[config.mk]
export PLATFORM = sky130hd
export DESIGN_NAME = cefc_top
export DESIGN_NICKNAME = d
export VERILOG_FILES = /design/src/hdl/cefc_pkg.sv /design/src/hdl/cefc_edge.sv /design/src/hdl/cefc_top.sv
export SDC_FILE = /design/constraint.sdc
export NUM_CORES = 1
export LEC_CHECK = 0
export ABC_AREA = 1
export BUFFER_PORTS_ARGS = -buffer_cell sky130_fd_sc_hd__buf_2
export CORE_ASPECT_RATIO = 0.8
export CORE_MARGIN = 4
export CORE_UTILIZATION = 30
export CTS_BUF_LIST = sky130_fd_sc_hd__clkbuf_4 sky130_fd_sc_hd__clkbuf_8
export CTS_CLUSTER_SIZE = 24
export DETAILED_ROUTE_END_ITERATION = 7
export PLACE_DENSITY = 0.64
export SLEW_MARGIN = 20
export SYNTH_ARGS = -nofsm -noshare
export SYNTH_HDL_FRONTEND = slang
export SYNTH_HIERARCHICAL = 1
export SYNTH_SLANG_ARGS = --single-unit
export TNS_END_PERCENT = 10
[constraint.sdc]
create_clock -name aclk -period 1.8 [get_ports aclk]
set_clock_uncertainty 0.15 [all_clocks]
set_input_delay 0.09 -clock aclk [delete_from_list [all_inputs] [get_ports aclk]]
set_output_delay 0.09 -clock aclk [all_outputs]
set_load 0.01 [all_outputs]
[src/hdl/cefc_pkg.sv]
// package: register map and field layout of the charger event flag block
// assumes: a 32-bit axi4-lite slave reaches the registers
package cefc_pkg;

  // register byte offsets
  localparam logic [3:0] FLAG_OFS   = 4'h0;  // sticky event flags, read clears
  localparam logic [3:0] MASK_OFS   = 4'h4;  // interrupt mask, 1 enables
  localparam logic [3:0] STATUS_OFS = 4'h8;  // live synchronised status levels

  // field positions, shared by flag, mask and status registers
  localparam int BIT_VREG  = 0;  // input_voltage_regulation or boost regulation
  localparam int BIT_WDOG  = 1;  // watchdog expiry
  localparam int BIT_WEAK  = 2;  // weak source detection
  localparam int BIT_PGOOD = 3;  // power_good_status
  localparam int BIT_IN2   = 4;  // second input presence
  localparam int NUM_EV    = 5;

  // reset values
  localparam logic [NUM_EV-1:0] FLAG_RST = 5'h00;
  localparam logic [NUM_EV-1:0] MASK_RST = 5'h00;

  // axi response codes
  localparam logic [1:0] RESP_OKAY   = 2'h0;
  localparam logic [1:0] RESP_SLVERR = 2'h2;

  // kind of edge each event detects
  typedef enum logic {
    CEFC_RISE,
    CEFC_ANY
  } cefc_edge_e;

endpackage

[src/hdl/cefc_edge.sv]
// edge detector: two-flop synchroniser then rising or any-change detection
// assumes: src is asynchronous to aclk; ce freezes all state
`timescale 1ns/1ps
module cefc_edge #(
  parameter cefc_pkg::cefc_edge_e KIND = cefc_pkg::CEFC_RISE
) (
  input  wire logic aclk,
  input  wire logic aresetn,
  input  wire logic ce,
  input  wire logic src,
  output logic      level,
  output logic      pulse
);

  typedef struct packed {
    logic s1;   // first synchroniser stage
    logic s2;   // second stage, only reader of s1
    logic s3;   // previous synchronised value
  } cefc_edge_s;

  cefc_edge_s st_r;
  cefc_edge_s st_nxt;

  // shift the synchroniser chain
  always_comb begin
    st_nxt    = st_r;
    if (ce) begin
      st_nxt.s1 = src;
      st_nxt.s2 = st_r.s1;
      st_nxt.s3 = st_r.s2;
    end
  end

  always_ff @(posedge aclk) begin
    if (!aresetn) begin
      st_r <= '0;
    end else begin
      st_r <= st_nxt;
    end
  end

  // detect the edge from the two synchronised samples
  assign level = st_r.s2;
  assign pulse = ce && ((KIND == cefc_pkg::CEFC_ANY) ? (st_r.s2 ^ st_r.s3)
                                                     : (st_r.s2 & ~st_r.s3));

endmodule

[src/hdl/cefc_top.sv]
// top: charger event flag capture with axi4-lite register access
// assumes: status inputs are asynchronous levels; one clock aclk at 125 MHz
//
// The AXI4-Lite interface to the registers and the address map are this design's own decisions.
`timescale 1ns/1ps
module cefc_top (
  input  wire logic        aclk,
  input  wire logic        aresetn,
  input  wire logic        ce,
  input  wire logic        input_voltage_regulation,
  input  wire logic        boost_output_voltage_regulation,
  input  wire logic        watchdog_expired,
  input  wire logic        weak_source_status,
  input  wire logic        power_good_status,
  input  wire logic        second_input_present,
  input  wire logic [3:0]  s_axi_awaddr,
  input  wire logic        s_axi_awvalid,
  output logic             s_axi_awready,
  input  wire logic [31:0] s_axi_wdata,
  input  wire logic [3:0]  s_axi_wstrb,
  input  wire logic        s_axi_wvalid,
  output logic             s_axi_wready,
  output logic [1:0]       s_axi_bresp,
  output logic             s_axi_bvalid,
  input  wire logic        s_axi_bready,
  input  wire logic [3:0]  s_axi_araddr,
  input  wire logic        s_axi_arvalid,
  output logic             s_axi_arready,
  output logic [31:0]      s_axi_rdata,
  output logic [1:0]       s_axi_rresp,
  output logic             s_axi_rvalid,
  input  wire logic        s_axi_rready,
  output logic             irq
);

  localparam int N = cefc_pkg::NUM_EV;

  typedef struct packed {
    logic         aw_got;   // write address captured
    logic [3:0]   aw_addr;
    logic         w_got;    // write data captured
    logic [31:0]  w_data;
    logic [3:0]   w_strb;
    logic         bvalid;
    logic [1:0]   bresp;
    logic         rvalid;
    logic [31:0]  rdata;
    logic [1:0]   rresp;
    logic [N-1:0] flag;     // sticky event flags
    logic [N-1:0] mask;
    logic         irq;
  } cefc_top_s;

  cefc_top_s st_r;
  cefc_top_s st_nxt;

  ////////////////////////////////////////////////////////////////////////////
  // event sources and edge detectors

  logic [N-1:0] ev_src;
  logic [N-1:0] ev_lvl;
  logic [N-1:0] ev_pulse;

  // regulation is either input or boost loop active
  assign ev_src[cefc_pkg::BIT_VREG]  = input_voltage_regulation | boost_output_voltage_regulation;
  assign ev_src[cefc_pkg::BIT_WDOG]  = watchdog_expired;
  assign ev_src[cefc_pkg::BIT_WEAK]  = weak_source_status;
  assign ev_src[cefc_pkg::BIT_PGOOD] = power_good_status;
  assign ev_src[cefc_pkg::BIT_IN2]   = second_input_present;

  // one detector per event; power good and presence detect both directions
  genvar gi;
  generate
    for (gi = 0; gi < N; gi++) begin : g_ev
      localparam cefc_pkg::cefc_edge_e K =
        (gi == cefc_pkg::BIT_PGOOD || gi == cefc_pkg::BIT_IN2) ? cefc_pkg::CEFC_ANY
                                                               : cefc_pkg::CEFC_RISE;
      cefc_edge #(.KIND(K)) u_edge (
        .aclk    (aclk),
        .aresetn (aresetn),
        .ce      (ce),
        .src     (ev_src[gi]),
        .level   (ev_lvl[gi]),
        .pulse   (ev_pulse[gi])
      );
    end
  endgenerate

  ////////////////////////////////////////////////////////////////////////////
  // bus handshakes and next state

  logic         aw_hs;
  logic         w_hs;
  logic         ar_hs;
  logic         do_wr;
  logic         rd_flag;
  logic [31:0]  rd_val;
  logic         rd_ok;

  assign aw_hs   = ce && s_axi_awvalid && !st_r.aw_got;
  assign w_hs    = ce && s_axi_wvalid && !st_r.w_got;
  assign ar_hs   = ce && s_axi_arvalid && !st_r.rvalid;
  assign do_wr   = st_r.aw_got && st_r.w_got && !st_r.bvalid;
  assign rd_flag = ar_hs && (s_axi_araddr == cefc_pkg::FLAG_OFS);

  // read multiplexer, unused upper bits read zero
  always_comb begin
    rd_val = 32'h0000_0000;
    rd_ok  = 1'b1;
    unique case (s_axi_araddr)
      cefc_pkg::FLAG_OFS:   rd_val[N-1:0] = st_r.flag;
      cefc_pkg::MASK_OFS:   rd_val[N-1:0] = st_r.mask;
      cefc_pkg::STATUS_OFS: rd_val[N-1:0] = ev_lvl;
      default:              rd_ok = 1'b0;
    endcase
  end

  always_comb begin
    st_nxt = st_r;
    if (ce) begin
      // capture address and data in either order
      if (aw_hs) begin
        st_nxt.aw_got  = 1'b1;
        st_nxt.aw_addr = s_axi_awaddr;
      end
      if (w_hs) begin
        st_nxt.w_got  = 1'b1;
        st_nxt.w_data = s_axi_wdata;
        st_nxt.w_strb = s_axi_wstrb;
      end
      // perform the write once both halves are here
      if (do_wr) begin
        st_nxt.bvalid = 1'b1;
        st_nxt.bresp  = cefc_pkg::RESP_OKAY;
        if (st_r.aw_addr == cefc_pkg::MASK_OFS) begin
          if (st_r.w_strb[0]) begin
            st_nxt.mask = st_r.w_data[N-1:0];
          end
        end else if (st_r.aw_addr != cefc_pkg::FLAG_OFS &&
                     st_r.aw_addr != cefc_pkg::STATUS_OFS) begin
          st_nxt.bresp = cefc_pkg::RESP_SLVERR;
        end
      end
      if (st_r.bvalid && s_axi_bready) begin
        st_nxt.bvalid = 1'b0;
        st_nxt.aw_got = 1'b0;
        st_nxt.w_got  = 1'b0;
      end
      // read answer one cycle after address
      if (ar_hs) begin
        st_nxt.rvalid = 1'b1;
        st_nxt.rdata  = rd_val;
        st_nxt.rresp  = rd_ok ? cefc_pkg::RESP_OKAY : cefc_pkg::RESP_SLVERR;
      end else if (st_r.rvalid && s_axi_rready) begin
        st_nxt.rvalid = 1'b0;
      end
      // flags: read clears, a new event in the same cycle wins
      st_nxt.flag = (rd_flag ? '0 : st_r.flag) | ev_pulse;
      st_nxt.irq  = |(st_nxt.flag & st_nxt.mask);
    end
  end

  always_ff @(posedge aclk) begin
    if (!aresetn) begin
      st_r      <= '0;
      st_r.flag <= cefc_pkg::FLAG_RST;
      st_r.mask <= cefc_pkg::MASK_RST;
    end else begin
      st_r <= st_nxt;
    end
  end

  ////////////////////////////////////////////////////////////////////////////
  // outputs straight from state

  assign s_axi_awready = st_r.aw_got == 1'b0;
  assign s_axi_wready  = st_r.w_got == 1'b0;
  assign s_axi_bvalid  = st_r.bvalid;
  assign s_axi_bresp   = st_r.bresp;
  assign s_axi_arready = st_r.rvalid == 1'b0;
  assign s_axi_rvalid  = st_r.rvalid;
  assign s_axi_rdata   = st_r.rdata;
  assign s_axi_rresp   = st_r.rresp;
  assign irq           = st_r.irq;
endmodule
==> impl_metrics.py <==
metrics = {
    "drt": {
        "wl_per_cell_microns": 10.0,
        "dr_wl_met3_microns": 338,
        "dr.max_layer_used": "met4",
        "wl_microns": 5170,
        "wl_met2_microns": 2370,
        "drt-vias-per-instance": 4.18,
        "route.detailed.drc": 0,
        "drtIter0Drc": 108,
        "firstDrtPassIters": 4,
        "via_count": 2155,
        "wl_met1_microns": 2430,
        "ant_nets": 0,
    },
    "finish": {
        "antenna_cells": 0,
        "syn_to_final_growth_pct": 23.0,
        "fin_area_sq_mm": 0.00296,
        "drive_above_1_share": 0.165,
        "finish.utilization": 0.389,
        "n_fill_cell": 823,
        "fin_cells": 516,
        "num-nets-final": 470,
    },
    "run_status": {
        "status": "finished, final reports clean",
    },
    "yosys": {
        "synth-edff-count": 0,
        "avgSynthCellArea_sq_um": 6.97,
        "synth_area_leaders": "dfxtp_1, nand2_1, buf_4, nor2_1, inv_1",
        "synthFlopType": "dfxtp_1",
        "synth-warning-count": 6,
        "synth.largest_area_cell": "dfxtp_1",
        "syn_area_sq_mm": 0.00240,
        "synthCells": 345,
        "synth.top_cell.area_share": 0.391,
        "yosysUniqueCellTypes": 28,
        "synthArstFlopShare": 0,
        "synth_seq_area_share": 0.391,
        "synth_seq_cells": 47,
    },
    "sta": {
        "timing.final.crit_share": 0.947,
        "finalHoldViolations": 0,
        "maxSlewViolCount": 0,
        "tns_ps": 0,
        "timing.final.crit_period_ps": 1700,
        "fmax_mhz": 587,
        "finalSetupViolCount": 0,
    },
    "critical_path": {
        "worst-r2r-setup-slack_ps": 260,
        "crit_path_start_kind": "input port",
        "r2r_end": "st_r[90]$_SDFFE_PN0P_",
        "crit_start": "ce",
        "endpoint": "irq$_SDFFE_PN0P_",
        "cp.required_ps": 1830,
        "cp-end-kind": "register",
        "rr_startpoint": "s_axi_bvalid$_SDFFE_PN0P_",
        "path_max_fanout": 8,
        "critPathArrivalTime_ps": 1740,
        "ff2ff_path_depth": 4,
        "critPathKind": "input port to register",
    },
    "power": {
        "pwr_density_cell_mw_per_mm2": 708,
        "vdd_drop_max_mv": 0.299,
        "p_leak_nw": 1.39,
    },
    "clock_tree": {
        "cts_tree": "built",
        "cts_buffers": 5,
        "clock_path_buffers": 2,
        "cts.sinks": 47,
        "worstSkewPairLatency_ps": 290,
        "cts_root_buf": "clkbuf_8",
        "path_clk_slew_ps": 80,
        "h-tree-depth": 2,
    },
    "floorplan": {
        "core-area_sq_mm": 0.00760,
        "initial_utilization": 0.316,
        "io_pins": 100,
        "rows": 28,
        "die_h_microns": 88.1,
        "die-area_sq_mm": 0.00952,
        "die_w_microns": 108,
    },
    "placed_design": {
        "gp_congestion": 0.780,
        "place_hpwl_microns": 3930,
        "placed_cells": 481,
        "port_buffers": 40,
        "placed_area_sq_mm": 0.00258,
    },
    "global_route": {
        "overflow": 0,
        "grt_antenna_before_repair": 0,
        "track_usage": 0.106,
        "grt_first_pass_wirelength_microns": 8240,
        "grt_max_degree": 27,
        "grt_pass1_vias": 1916,
    },
    "run": {
        "cap_violations": 0,
    },
    "worst_hold_path": {
        "holdCritStartpoint": "s_axi_arvalid",
        "hold_class": "input port to register",
    },
}
==> flip-flops by register name (all words and copies together) (netlist names) <==
signal,cells
st_r,22
g_ev.u_edge/level,5
s_axi_bresp,1
s_axi_rvalid,1
s_axi_rresp,1
s_axi_rdata,5
irq,1
s_axi_bvalid,1
g_ev.u_edge/st_r,10
==> synthesized netlist by cell type, drive strengths merged (3+ instances only) <==
cell	number
a21oi	32
buf	38
clkbuf	3
clkinv	3
dfxtp	47
inv	44
nand2	76
nand3	10
nor2	49
o21ai	28
o21bai	4
o221ai	5
==> layer usage <==
| layer | GRT usage | vias to the layer above |
|---|---|---|
| li1 | - | 1151 |
| met1 | 0.140 | 956 |
| met2 | 0.173 | 43 |
| met3 | 0.0310 | 5 |
| met4 | 0.0275 | 0 |
| met5 | 0 | - |
==> final cells by class <==
| cell class | count | area [sq um] | area share |
|---|---|---|---|
| clock buffer | 6 | 76.3 | 0.0258 |
| sequential | 47 | 941 | 0.318 |
| inverter | 47 | 176 | 0.0596 |
| multi-input combinational | 238 | 1100 | 0.374 |
| timing repair buffer | 73 | 528 | 0.179 |
| tap | 105 | 131 | 0.0444 |
==> logic make-up (layout without fill, tap and decap cells) <==
logic type             count (synthesis)  count (layout)  synth area share
flip-flops                            47              47             0.391
AO/OA/AOI/OAI                         72              72             0.169
buffers and inverters                 88             126             0.195
AND/OR/NAND/NOR                      137             137             0.243
other                                  1              29           0.00156
==> layout by cell type (no fill, tap or decap), drive strengths merged <==
cell type / n
nand3b: 1
o211ai: 1
conb: 29
buf: 44
dfxtp: 47
a211oi: 1
inv: 44
dlygate4sd3: 29
nor2: 49
a31oi: 1
clkinv: 3
nand3: 10
or2: 1
nand2: 76
o21bai: 4
o221ai: 5
o21ai: 28
a21oi: 32
clkbuf: 6
==> power by group <==
part	switching, mW	internal [mW]
logic	0.209	0.150
clock network	0.323	0.275
registers	0.0356	1.10
total	0.568	1.53
==> worst min-delay path by stage <==
stage / end / slack (ps) / depth (start not counted)
after global placement: g_ev[1].u_edge/st_r[2]$_SDFFE_PN0P_ / 170 / 3
after floorplan: g_ev[3].u_edge/level$_SDFFE_PN0P_ / 60 / 2
final: s_axi_rvalid$_SDFFE_PN0P_ / 50 / 3
after CTS: s_axi_rvalid$_SDFFE_PN0P_ / 20 / 3
after global routing: s_axi_rvalid$_SDFFE_PN0P_ / 50 / 3
after detailed placement: g_ev[2].u_edge/st_r[2]$_SDFFE_PN0P_ / 170 / 3
==> what timing repair did <==
| item | 4_1_cts | 5_1_grt |
|---|---|---|
| endpoints found under the hold margin | 24 | 0 |
| hold buffers | 29 | 0 |
| buffers inserted | 0 | 0 |
| setup endpoints to repair | 0 | 3 |
| resized for setup | 0 | 3 |
==> worst max-delay path: stages <==
cell	delay (ps)
dlygate4sd3_1	520
buf_2	200
nand3_2	230
nor2_4	230
o21bai_1	100
nand2_1	80
nand2_1	60
nor2_1	130
a21oi_1	90
==> through the flow <==
| stage | setup WS (ps) | hold WS (ps) | power (mW) |
|---|---|---|---|
| floorplan | 402 | 60.4 | 1.42 |
| global placement | 266 | 166 | 1.46 |
| detailed placement | 263 | 174 | 1.47 |
| CTS | 68.6 | 16.3 | 2.12 |
| global route | -8.58 | 51.7 | 2.21 |
| finish | 95.8 | 49.1 | 2.09 |
(Power assumes the default switching activity.)
